## src/shared/dgp_defs.vh

```
`ifndef DGP_DEFS_VH
`define DGP_DEFS_VH

// ----------------------------------------------------------------
// i/o space locations (6-bit i/o address)
// ----------------------------------------------------------------
`define DGP_ADDR_W          6
`define DGP_A_LATCH_ADDR    6'h1B
`define DGP_A_DIR_ADDR      6'h1A
`define DGP_A_SENSE_ADDR    6'h19
`define DGP_B_LATCH_ADDR    6'h18
`define DGP_B_DIR_ADDR      6'h17
`define DGP_B_SENSE_ADDR    6'h16

// ----------------------------------------------------------------
// widths and reset values
// ----------------------------------------------------------------
`define DGP_PORT_W          8
`define DGP_LATCH_RST       8'h00
`define DGP_DIR_RST         8'h00
`define DGP_RDATA_IDLE      8'h00
`define DGP_SENSE_HOLD      8'h00

// ----------------------------------------------------------------
// second port alternate function bit positions
// ----------------------------------------------------------------
`define DGP_B_TIMER0_BIT    0
`define DGP_B_TIMER1_BIT    1
`define DGP_B_CMP_POS_BIT   2
`define DGP_B_CMP_NEG_BIT   3
`define DGP_B_SS_BIT        4
`define DGP_B_MOSI_BIT      5
`define DGP_B_MISO_BIT      6
`define DGP_B_SCK_BIT       7

`endif

```

## src/hdl/dgp_pin_sync.v

```verilog
`include "dgp_defs.vh"

module dgp_pin_sync (
  input  wire       i_clk,
  input  wire       i_reset,
  input  wire       i_hold,
  input  wire [7:0] i_pins,
  output wire [7:0] o_sense
);

  // ----------------------------------------------------------------
  // three-stage capture; stage one feeds stage two only
  // ----------------------------------------------------------------
  reg [7:0] meta_q;
  reg [7:0] stage2_q;
  reg [7:0] stage3_q;
  reg [7:0] sense_q;

  // level presented while the buffers are cut, one bit per pin
  localparam [7:0] HOLD_LVL = `DGP_SENSE_HOLD;

  always @(posedge i_clk) begin
    meta_q   <= i_pins;
    stage2_q <= meta_q;
    stage3_q <= stage2_q;
  end

  // a bit moves only once stages two and three agree, so one glitchy
  // sample never reaches software; held constant while buffers are cut
  genvar g;
  generate
    for (g = 0; g < 8; g = g + 1) begin : g_bit
      always @(posedge i_clk) begin
        if (i_reset) begin
          sense_q[g] <= 1'b0;
        end else if (i_hold) begin
          sense_q[g] <= HOLD_LVL[g];
        end else if (stage2_q[g] == stage3_q[g]) begin
          sense_q[g] <= stage3_q[g];
        end
      end
    end
  endgenerate

  assign o_sense = sense_q;

endmodule // dgp_pin_sync

```

## src/hdl/dgp_ports.v

```verilog
// Notes on behaviour
// - two eight-pin ports, each pin individually directed
// - single-bit set or clear touches only that bit
// - first port latch 1B, direction 1A, sense 19
// - second port latch 18, direction 17, sense 16
// - sense read-only; latch and direction read-write
// - latch read returns latch; sense returns synchronized pins
// - direction one means output, zero means input
// - pull-up on when input and latch one
// - output drives latch value push-pull; else tristate
// - reset tristates pins at once, no clock needed
// - latch and direction reset to all zeros
// - every pin input synchronized before use
// - first port input buffers cut during power-down
// - second port carries timer, comparator and serial pins
// - serial slave forces clock, data-in, select to input
// - serial master forces slave-out pin to input
`include "dgp_defs.vh"

module dgp_ports (
  input  wire       i_clk,
  input  wire       i_reset,
  // i/o space access from the core
  input  wire [5:0] i_io_addr,
  input  wire       i_io_wr,
  input  wire       i_io_rd,
  input  wire [7:0] i_io_wdata,
  input  wire       i_io_bit_set,
  input  wire       i_io_bit_clr,
  input  wire [2:0] i_io_bit_sel,
  output wire [7:0] o_io_rdata,
  output wire       o_io_hit,
  // core state and peripheral modes
  input  wire       i_power_down,
  input  wire       i_spi_enable,
  input  wire       i_spi_master,
  // first port pins
  input  wire [7:0] i_first_port_pin,
  output wire [7:0] o_first_port_pin_out,
  output wire [7:0] o_first_port_pin_oe,
  output wire [7:0] o_first_port_pullup,
  // second port pins
  input  wire [7:0] i_second_port_pin,
  output wire [7:0] o_second_port_pin_out,
  output wire [7:0] o_second_port_pin_oe,
  output wire [7:0] o_second_port_pullup,
  // second port alternate inputs, synchronized
  output wire       o_timer_zero_count_in,
  output wire       o_timer_one_count_in,
  output wire       o_spi_ss_in,
  output wire       o_spi_mosi_in,
  output wire       o_spi_miso_in,
  output wire       o_spi_sck_in
);

  // ----------------------------------------------------------------
  // storage
  // ----------------------------------------------------------------
  reg  [7:0] first_output_latch_q;
  reg  [7:0] first_output_latch_d;
  reg  [7:0] first_direction_reg_q;
  reg  [7:0] first_direction_reg_d;
  reg  [7:0] second_output_latch_q;
  reg  [7:0] second_output_latch_d;
  reg  [7:0] second_direction_reg_q;
  reg  [7:0] second_direction_reg_d;
  reg  [7:0] rdata_q;
  reg  [7:0] rdata_d;
  reg        hit_q;
  reg        hit_d;
  reg  [7:0] a_out_q;
  reg  [7:0] a_oe_q;
  reg  [7:0] a_pu_q;
  reg  [7:0] b_out_q;
  reg  [7:0] b_oe_q;
  reg  [7:0] b_pu_q;
  reg  [5:0] alt_q;
  wire [7:0] first_pin_sense;
  wire [7:0] second_pin_sense;
  wire [7:0] bit_mask;
  wire [7:0] b_force_in;
  wire [7:0] b_dir_eff;

  // ----------------------------------------------------------------
  // address decode
  // ----------------------------------------------------------------
  wire sel_a_latch = (i_io_addr == `DGP_A_LATCH_ADDR);
  wire sel_a_dir   = (i_io_addr == `DGP_A_DIR_ADDR);
  wire sel_a_sense = (i_io_addr == `DGP_A_SENSE_ADDR);
  wire sel_b_latch = (i_io_addr == `DGP_B_LATCH_ADDR);
  wire sel_b_dir   = (i_io_addr == `DGP_B_DIR_ADDR);
  wire sel_b_sense = (i_io_addr == `DGP_B_SENSE_ADDR);
  wire sel_any     = sel_a_latch | sel_a_dir | sel_a_sense |
                     sel_b_latch | sel_b_dir | sel_b_sense;

  // one-hot mask of the bit named by a set or clear
  assign bit_mask = 8'h01 << i_io_bit_sel;

  // ----------------------------------------------------------------
  // write path
  // ----------------------------------------------------------------
  // a full write wins over a bit operation in the same cycle; a core
  // never issues both, so the order only matters for a faulty master
  function [7:0] dgp_upd;
    input [7:0] cur;
    input       sel;
    input       wr;
    input       bset;
    input       bclr;
    input [7:0] wdata;
    input [7:0] mask;
    begin
      dgp_upd = cur;
      if (sel && wr) begin
        dgp_upd = wdata;
      end else if (sel && bset) begin
        dgp_upd = cur | mask;
      end else if (sel && bclr) begin
        dgp_upd = cur & ~mask;
      end
    end
  endfunction

  // next values; sense locations have no storage so writes vanish
  always @* begin
    first_output_latch_d   = dgp_upd(first_output_latch_q, sel_a_latch, i_io_wr,
                                     i_io_bit_set, i_io_bit_clr, i_io_wdata, bit_mask);
    first_direction_reg_d  = dgp_upd(first_direction_reg_q, sel_a_dir, i_io_wr,
                                     i_io_bit_set, i_io_bit_clr, i_io_wdata, bit_mask);
    second_output_latch_d  = dgp_upd(second_output_latch_q, sel_b_latch, i_io_wr,
                                     i_io_bit_set, i_io_bit_clr, i_io_wdata, bit_mask);
    second_direction_reg_d = dgp_upd(second_direction_reg_q, sel_b_dir, i_io_wr,
                                     i_io_bit_set, i_io_bit_clr, i_io_wdata, bit_mask);
  end

  // control registers, cleared by the synchronous reset
  always @(posedge i_clk) begin
    if (i_reset) begin
      first_output_latch_q   <= `DGP_LATCH_RST;
      first_direction_reg_q  <= `DGP_DIR_RST;
      second_output_latch_q  <= `DGP_LATCH_RST;
      second_direction_reg_q <= `DGP_DIR_RST;
    end else begin
      first_output_latch_q   <= first_output_latch_d;
      first_direction_reg_q  <= first_direction_reg_d;
      second_output_latch_q  <= second_output_latch_d;
      second_direction_reg_q <= second_direction_reg_d;
    end
  end

  // ----------------------------------------------------------------
  // read path
  // ----------------------------------------------------------------
  // registered read data; idle and unmapped reads give zero
  always @* begin
    rdata_d = `DGP_RDATA_IDLE;
    hit_d   = 1'b0;
    if (i_io_rd) begin
      hit_d = sel_any;
      case (1'b1)
        sel_a_latch: rdata_d = first_output_latch_q;
        sel_a_dir:   rdata_d = first_direction_reg_q;
        sel_a_sense: rdata_d = first_pin_sense;
        sel_b_latch: rdata_d = second_output_latch_q;
        sel_b_dir:   rdata_d = second_direction_reg_q;
        sel_b_sense: rdata_d = second_pin_sense;
        default:     rdata_d = `DGP_RDATA_IDLE;
      endcase
    end
  end

  always @(posedge i_clk) begin
    if (i_reset) begin
      rdata_q <= `DGP_RDATA_IDLE;
      hit_q   <= 1'b0;
    end else begin
      rdata_q <= rdata_d;
      hit_q   <= hit_d;
    end
  end

  // ----------------------------------------------------------------
  // input synchronizers
  // ----------------------------------------------------------------
  // first port buffers are cut in power-down so analog levels near
  // mid-rail on the converter inputs toggle nothing
  dgp_pin_sync u_first_sync (
    .i_clk   (i_clk),
    .i_reset (i_reset),
    .i_hold  (i_power_down),
    .i_pins  (i_first_port_pin),
    .o_sense (first_pin_sense)
  );

  // second port keeps sensing; its comparator pins are analog anyway
  dgp_pin_sync u_second_sync (
    .i_clk   (i_clk),
    .i_reset (i_reset),
    .i_hold  (1'b0),
    .i_pins  (i_second_port_pin),
    .o_sense (second_pin_sense)
  );

  // ----------------------------------------------------------------
  // serial port direction overrides
  // ----------------------------------------------------------------
  // slave: clock, data-in and select become inputs; master: data-out
  // of the slave side becomes an input; others follow direction bits
  assign b_force_in[`DGP_B_TIMER0_BIT]  = 1'b0;
  assign b_force_in[`DGP_B_TIMER1_BIT]  = 1'b0;
  assign b_force_in[`DGP_B_CMP_POS_BIT] = 1'b0;
  assign b_force_in[`DGP_B_CMP_NEG_BIT] = 1'b0;
  assign b_force_in[`DGP_B_SS_BIT]      = i_spi_enable & ~i_spi_master;
  assign b_force_in[`DGP_B_MOSI_BIT]    = i_spi_enable & ~i_spi_master;
  assign b_force_in[`DGP_B_MISO_BIT]    = i_spi_enable &  i_spi_master;
  assign b_force_in[`DGP_B_SCK_BIT]     = i_spi_enable & ~i_spi_master;

  assign b_dir_eff = second_direction_reg_q & ~b_force_in;

  // ----------------------------------------------------------------
  // pin drivers
  // ----------------------------------------------------------------
  // enables and pull-ups clear asynchronously so the pins float the
  // moment reset rises, even with the clock stopped; the pin level
  // flop needs no such path because it is ignored while disabled
  genvar g;
  generate
    for (g = 0; g < 8; g = g + 1) begin : g_pin
      always @(posedge i_clk or posedge i_reset) begin
        if (i_reset) begin
          a_oe_q[g] <= 1'b0;
          a_pu_q[g] <= 1'b0;
          b_oe_q[g] <= 1'b0;
          b_pu_q[g] <= 1'b0;
        end else begin
          a_oe_q[g] <= first_direction_reg_q[g];
          a_pu_q[g] <= ~first_direction_reg_q[g] & first_output_latch_q[g];
          b_oe_q[g] <= b_dir_eff[g];
          b_pu_q[g] <= ~b_dir_eff[g] & second_output_latch_q[g];
        end
      end

      always @(posedge i_clk) begin
        if (i_reset) begin
          a_out_q[g] <= 1'b0;
          b_out_q[g] <= 1'b0;
        end else begin
          a_out_q[g] <= first_output_latch_q[g];
          b_out_q[g] <= second_output_latch_q[g];
        end
      end
    end
  endgenerate

  // ----------------------------------------------------------------
  // second port alternate function taps
  // ----------------------------------------------------------------
  // comparator pins are analog and are taken straight from the pad,
  // so only the digital alternates are offered here
  always @(posedge i_clk) begin
    if (i_reset) begin
      alt_q <= 6'h00;
    end else begin
      alt_q <= {second_pin_sense[`DGP_B_SCK_BIT],
                second_pin_sense[`DGP_B_MISO_BIT],
                second_pin_sense[`DGP_B_MOSI_BIT],
                second_pin_sense[`DGP_B_SS_BIT],
                second_pin_sense[`DGP_B_TIMER1_BIT],
                second_pin_sense[`DGP_B_TIMER0_BIT]};
    end
  end

  // ----------------------------------------------------------------
  // outputs
  // ----------------------------------------------------------------
  assign o_io_rdata            = rdata_q;
  assign o_io_hit              = hit_q;
  assign o_first_port_pin_out  = a_out_q;
  assign o_first_port_pin_oe   = a_oe_q;
  assign o_first_port_pullup   = a_pu_q;
  assign o_second_port_pin_out = b_out_q;
  assign o_second_port_pin_oe  = b_oe_q;
  assign o_second_port_pullup  = b_pu_q;
  assign o_timer_zero_count_in = alt_q[0];
  assign o_timer_one_count_in  = alt_q[1];
  assign o_spi_ss_in           = alt_q[2];
  assign o_spi_mosi_in         = alt_q[3];
  assign o_spi_miso_in         = alt_q[4];
  assign o_spi_sck_in          = alt_q[5];

endmodule // dgp_ports

```

## config.mk

```make
export PLATFORM = sky130hd
export DESIGN_NAME = dgp_ports
export DESIGN_NICKNAME = d
export VERILOG_FILES = /design/src/hdl/dgp_pin_sync.v /design/src/hdl/dgp_ports.v
export VERILOG_INCLUDE_DIRS = /design/src /design/src/shared
export SDC_FILE = /design/constraint.sdc
export NUM_CORES = 1
export LEC_CHECK = 0
export CELL_PAD_IN_SITES_DETAIL_PLACEMENT = 0
export CELL_PAD_IN_SITES_GLOBAL_PLACEMENT = 2
export CORE_MARGIN = 2
export CORE_UTILIZATION = 30
export CTS_CLUSTER_DIAMETER = 60
export DETAILED_ROUTE_END_ITERATION = 7
export DONT_BUFFER_PORTS = 1
export PLACE_DENSITY = 0.74
export SLEW_MARGIN = 5
export SYNTH_ARGS = -nofsm -noshare
export SYNTH_HDL_FRONTEND = slang
export SYNTH_SLANG_ARGS = --single-unit
```

## constraint.sdc

```tcl
create_clock -name i_clk -period 1.7 [get_ports i_clk]
set_clock_uncertainty 0.1 [all_clocks]
set_input_delay 0.425 -clock i_clk [delete_from_list [all_inputs] [get_ports i_clk]]
set_output_delay 0.425 -clock i_clk [all_outputs]
set_load 0.005 [all_outputs]
```

==> results of run 1 <==
[cells in the mapped netlist (3+ instances only)]
| cell type | number |
|---|---|
| o21ai_0 | 29 |
| nor2b_1 | 47 |
| buf_6 | 3 |
| o22ai_1 | 4 |
| o31ai_1 | 3 |
| nand2_1 | 36 |
| buf_2 | 12 |
| o32ai_1 | 4 |
| dfrtp_1 | 32 |
| nand2b_1 | 6 |
| o21ba_1 | 5 |
| inv_1 | 8 |
| nor2_1 | 31 |
| a211o_1 | 3 |
| dfxtp_1 | 127 |
| a222oi_1 | 8 |
| a2111oi_2 | 5 |
| a21oi_1 | 31 |
| and3b_1 | 4 |
| nand3_1 | 6 |
| mux2_2 | 19 |
| clkbuf_1 | 4 |
| mux2i_1 | 11 |
| and2_1 | 3 |
| a21o_1 | 8 |
[area by class of cell]
cell class	count	area, sq um
flip-flops and latches	159	3340
clock inverters	8	60.1
well taps	229	287
inverters	8	33.8
fillers	1778	11200
multi-input cells	293	1930
clock buffers	24	567
repair buffers	42	375
[where the power goes]
| group | internal, mW | leakage (nW) | total [mW] | switching [mW] |
|---|---|---|---|---|
| combinational | 0.126 | 0.986 | 0.281 | 0.155 |
| sequential | 3.83 | 1.49 | 3.89 | 0.0520 |
| clock | 2.35 | 0.314 | 3.86 | 1.51 |
[metal layers]
metal	share of wire	vias to the layer above	GRT usage
li1	-	1764	-
met1	0.43	1825	0.187
met2	0.48	121	0.252
met3	0.077	12	0.0568
met4	0.013	0	0.0559
met5	0	-	0
[stage by stage]
stage | setup WS [ns] | hold slack (ns) | area [sq um] | setup TNS (ns)
final | 0.281 | 0.0251 | 6600 | 0
after CTS | 0.293 | 0.000615 | 6600 | 0
after global routing | 0.285 | 0.00717 | 6600 | 0
after global placement | -0.0594 | 0.158 | 5760 | -0.413
after detailed placement | -0.0585 | 0.148 | 5760 | -0.582
after floorplan | -0.0424 | 0.210 | 5450 | -0.163
[critical path: cells and delay by family]
family	cells	cell delay (ns)
buffers and inverters	1	0.78
and+or+nand+nor	1	0.14
muxes	1	0.28
[logic make-up (layout without fill, tap and decap cells)]
group	count (synthesis)	after routing	share of synthesized area
flip-flops	159	159	0.617
AND/OR/NAND/NOR	150	150	0.151
AO/OA/AOI/OAI	113	113	0.145
multiplexers	30	30	0.0598
buffers and inverters	29	82	0.0270
[path summary, 6_finish.rpt]
check                                            end               startpoint  slack [ns]  depth (start not counted)
hold / removal                              register                  i_reset        0.03                          1
min in group asynchronous    o_second_port_pullup[5]                  i_reset        0.19                          3
setup / recovery                            register                  i_reset        0.28                          3
max in group asynchronous     o_first_port_pullup[7]                  i_reset        0.79                          3
hold reg to reg            u_second_sync.stage2_q[7]  u_second_sync.meta_q[7]        0.23                          0
setup reg to reg                       o_io_rdata[0]                 register        0.49                          3
==> summary.txt, run 1 <==
Outcome
  – Outcome: completed

Global routing
  – Initial antenna violation count: 0
  – Congestion Overflow GR: 0
  – First-pass GRT wire length: about 22000 um
  – GRT Total Usage: 0.154
  – Largest net degree at the start of global routing: 34
  – Vias in the first global route: approximately 3800

Floorplanning
  – Core Box Area: around 0.018 sq mm
  – Die Span Y: roughly 140 um
  – Die ar.: ~0.019 sq mm
  – Initial Utilization: 0.304
  – Die extent in x: ~140 um
  – Std cell rows: between 40 and 50
  – # IOs: ~110

Synth
  – Top area cells in the synthesized netlist: dfxtp_1, dfrtp_1, nor2b_1
  – Synth top area share: 0.469
  – Ys async rst share: 0.201
  – Synth Net Count: ~520
  – Synth cell types: 51
  – Post-synthesis sequential area ratio: 0.617
  – Biggest area consumer among synthesized cells: dfxtp_1
  – Ys flop type: dfxtp_1
  – Synthesized netlist cell count: 481
  – Syn avg cell area: around 11 sq um
  – Post-synth EDFFs: 0
  – Syn Std Cell Area: between 0.005 and 0.006 sq mm
  – YS warnings: 0
  – Yosys reg bits: 159

Routing
  – Detailed-route wire length: 14400 um
  – Routed Antenna Nets: 0
  – WL/cell: approximately 19 um
  – Via density per instance: roughly 5
  – # DRC: 0
  – TritonRoute pass-1 iters: 6
  – Via count: 3722
  – First DRT Iteration DRCs: 320

Cells and area
  – Leading cell type in the layout, fill and taps excluded: dfxtp_1
  – Util after Layout: 0.370
  – Non-Filler Instances: ~760
  – Diode count: 0
  – Proportion of layout cells with a drive suffix above 1: 0.170
  – Layout area overhead: 21.8%
  – Nets: 563
  – Most frequent cells in the layout: dfxtp_1, nor2b_1, nand2_1

Flow run
  – Max-cap violations: 0

Pwr
  – Pwr Density: approximately 1200 mW/mm^2
  – LEAKAGE: between 2 and 3 nW
  – Peak VDD IR: 0.000777 V
  – Final Power: ~8.0 mW

STA
  – RSZ-0062 raised after global routing: false
  – Final setup violation count: 0
  – Fin. Hold Viols: 0
  – Slew HR: 0.730
  – Final period util: 0.835
  – Period minus WS final: ~1.4 ns
  – Fmax: 705 MHz
  – Max Slew Vio Count: 0
  – Worst slew pin tran: ~0.41 ns

Clock network
  – Clock Path Buffers: 2
  – Skew-Pair Late Insertion Delay: ~0.42 ns
  – TritonCTS buffer count: 17
  – H-tree depth: 4
  – Resized Gates After CTS: 0
  – CTS tree: built
  – Clock transition at path regs: ~0.060 ns
  – Clock sink count: roughly 160
  – Hold_buf cts: 20
  – CTS Root Cell: clkbuf_16
  – Post-CTS setup buffers: 0

Critical path
  – Critical path fanouts, max: 24
  – Max incr delay on CP: ~0.78 ns
  – Crit end category: register
  – Crit path kind: in -> reg
  – Critical path required time: approximately 1.9 ns
  – Worst-path cell chain: dlygate4sd3_1, nor2b_1, mux2_2
  – Critical path startpoint category: input port
  – CP max-delay cell: dlygate4sd3_1
  – Worst EP arrival: 1.62 ns

Place
  – Port bufs: 0
  – DP Cell Count: between 700 and 800
  – Post-detail-place hpwl: around 10000 um
  – GP Congestion: roughly 0.88

Worst hold path
  – Type of the worst min-delay path: in -> reg
No activity file was read; power rests on OpenSTA's default activity.
==> inputs of run 2 (changes only) <==
--- a/config.mk
+++ b/config.mk
@@ -13,7 +13,7 @@
 export CTS_CLUSTER_DIAMETER = 60
 export DETAILED_ROUTE_END_ITERATION = 7
 export DONT_BUFFER_PORTS = 1
-export PLACE_DENSITY = 0.74
+export PLACE_DENSITY = 0.72
 export SLEW_MARGIN = 5
 export SYNTH_ARGS = -nofsm -noshare
 export SYNTH_HDL_FRONTEND = slang
==> constraint.sdc (replaced) <==
create_clock -name i_clk -period 1.4 [get_ports i_clk]
set_clock_uncertainty 0.1 [all_clocks]
set_input_delay 0.35 -clock i_clk [delete_from_list [all_inputs] [get_ports i_clk]]
set_output_delay 0.35 -clock i_clk [all_outputs]
set_load 0.005 [all_outputs]
==> summary.txt, run 2 (synthesis results as in run 1) <==
Outcome
  – Outcome: completed

Worst hold path
  – Hold endpoint: o_io_hit
  – Hold Path Cell Cnt: 2 (+1)
  – Type of the worst min-delay path: in -> reg
  – Min-Delay Startpoint: i_io_addr[5]

Clock network
  – Clock transition at path regs: 0.06 ns (about the same)
  – CTS tree: built
  – H-tree depth: 4 (unchanged)
  – Resized Gates After CTS: 0 (unchanged)
  – CTS Root Cell: clkbuf_16
  – Skew-Pair Late Insertion Delay: 0.42 ns (about the same)
  – Clock Path Buffers: 2 (unchanged)
  – TritonCTS buffer count: 17 (unchanged)
  – Clock sink count: 159 (unchanged)

Critical path
  – CP startpoint: i_io_addr[1]
  – Buffers & Inverters on Critical Path: 1 (unchanged)
  – Critical path fanouts, max: 15 (-38%)
  – R2R setup slack: 0.15 ns (-0.34 ns)
  – Max incr delay on CP: 0.31 ns (-0.47 ns)
  – Crit end category: register
  – Critical path required time: 1.59 ns (-0.32 ns)
  – R2R depth: 3 (unchanged)
  – Worst reg2reg path endpoint: o_io_rdata[0]
  – CP max-delay cell: a222oi_1
  – Worst-path cell chain: and3b_1, and4bb_1, buf_4, a222oi_1, o22ai_1
  – Critical path startpoint category: input port
  – Instance count on the critical path: 5 (+2)
  – Delay-heaviest family, CP: simple AND/OR/NAND/NOR gates
  – Worst EP arrival: 1.47 ns (-0.15 ns)
  – Crit path kind: in -> reg

Floorplanning
  – Die Span Y: 138 um (unchanged)
  – Core Box Area: 0.0178 sq mm (unchanged)
  – # IOs: 105 (unchanged)
  – Die ar.: 0.0192 sq mm (unchanged)
  – Die extent in x: 138 um (unchanged)
  – Std cell rows: 49 (unchanged)
  – Initial Utilization: 0.304 (unchanged)

Cells and area
  – Diode count: 0 (unchanged)
  – Layout area overhead: 26.6%
  – Most frequent cells in the layout: dfxtp_1, nor2b_1, buf_4
  – Leading cell type in the layout, fill and taps excluded: dfxtp_1
  – Fillers: 1743 (-2.0%)
  – Nets: 581 (+3.2%)
  – Final Instance Area: 0.00686 sq mm (+4.0%)
  – Proportion of layout cells with a drive suffix above 1: 0.220 (+0.0492)

Routing
  – # DRC: 0 (unchanged)
  – WL/cell: 18.9 um (+0.32%)
  – WL met2: 7330 um (+5.5%)
  – Via density per instance: 4.81 (-1.4%)
  – TritonRoute pass-1 iters: 6 (unchanged)
  – WL met3: 826 um (-25%)
  – M1 WL: 6340 um (+3.4%)
  – Via count: 3750 (+0.75%)
  – DR top layer: met4
  – First DRT Iteration DRCs: 250 (-22%)
  – Detailed-route wire length: 14700 um (+2.6%)
  – Routed Antenna Nets: 0 (unchanged)

STA
  – Worst slew pin tran: 0.402 ns (-0.00296 ns)
  – RSZ-0062 raised after global routing: false
  – Final setup violation count: 0 (unchanged)
  – Max Slew Vio Count: 0 (unchanged)
  – Final period util: 0.909
  – Fin Hold WS: 0.0210 ns (-0.00402 ns)
  – Setup TNS: 0 ns (unchanged)
  – Fin. Hold Viols: 0 (unchanged)
  – Slew HR: 0.731 (+0.000799)
  – Fmax: approximately 790 MHz
  – Period minus WS final: approximately 1.3 ns
  – Worst setup margin: 0.127 ns (-0.154 ns)

Place
  – Port bufs: 0 (unchanged)
  – Setup WS pre-CTS: -0.266 ns (-0.208 ns)
  – Post-detail-place hpwl: 10500 um (+2.4%)
  – GP Congestion: 0.813 (-7.2%)
  – DP Area: 0.00600 sq mm (+4.2%)

Pwr
  – LEAKAGE: 2.91 nW (+4.3%)
  – Peak VDD IR: 0.000908 V (+17%)
  – Pwr Density: 1440 mW/mm^2 (+18%)

Flow run
  – Max-cap violations: 0 (unchanged)

Global routing
  – Congestion Overflow GR: 0 (unchanged)
  – First-pass GRT wire length: 23200 um (+4.1%)
  – Largest net degree at the start of global routing: 39 (+15%)
  – GRT Total Usage: 0.160 (+0.00537)
  – Initial antenna violation count: 0 (unchanged)
  – Vias in the first global route: 4013 (+4.8%)
[run 2: timing repair]
action,4_1_cts,5_1_grt
setup buffers,0,0
hold endpoints to repair,69,0
hold buffers,23,0
[run 2: worst max path at each step]
stage	to	slack [ns]
3_5_place_dp	o_io_rdata[0]	-0.27
5_1_grt	o_io_rdata[1]	0.09
2_1_floorplan	o_io_rdata[7]	-0.27
4_1_cts	o_first_port_pin_oe[1]	0.1
6_report	o_io_rdata[0]	0.13
3_3_place_gp	register	-0.25
[run 2: power by group]
group	leakage, nW	internal [mW]	total [mW]	switching, mW
combinational	1.11	0.193	0.399	0.206
clock	0.310	2.96	4.77	1.81
sequential	1.49	4.65	4.72	0.0627
total	2.91	7.81	9.89	2.08
[run 2: per-stage QoR]
step,cells,utilization,power [mW]
6_report,780,0.384,9.89
3_5_place_dp,726,0.336,5.14
3_3_place_gp,726,0.336,5.13
5_1_grt,780,0.384,10.3
4_1_cts,780,0.384,10.0
2_1_floorplan,481,-,5.09
[run 2: cell type report]
cell class / instances / area (sq um) / share of cell area
flip-flops and latches: 159 / 3340 / 0.488
multi-input cells: 293 / 2050 / 0.298
repair buffers: 60 / 531 / 0.0774
clock buffers: 19 / 464 / 0.0677
well taps: 229 / 287 / 0.0418
clock inverters: 12 / 154 / 0.0224
inverters: 8 / 33.8 / 0.00493
[run 2: routing by layer]
metal	GRT usage	up-vias
met1	0.191	1822
met4	0.0559	0
met3	0.0523	17
met5	0	-
met2	0.270	110
li1	-	1801
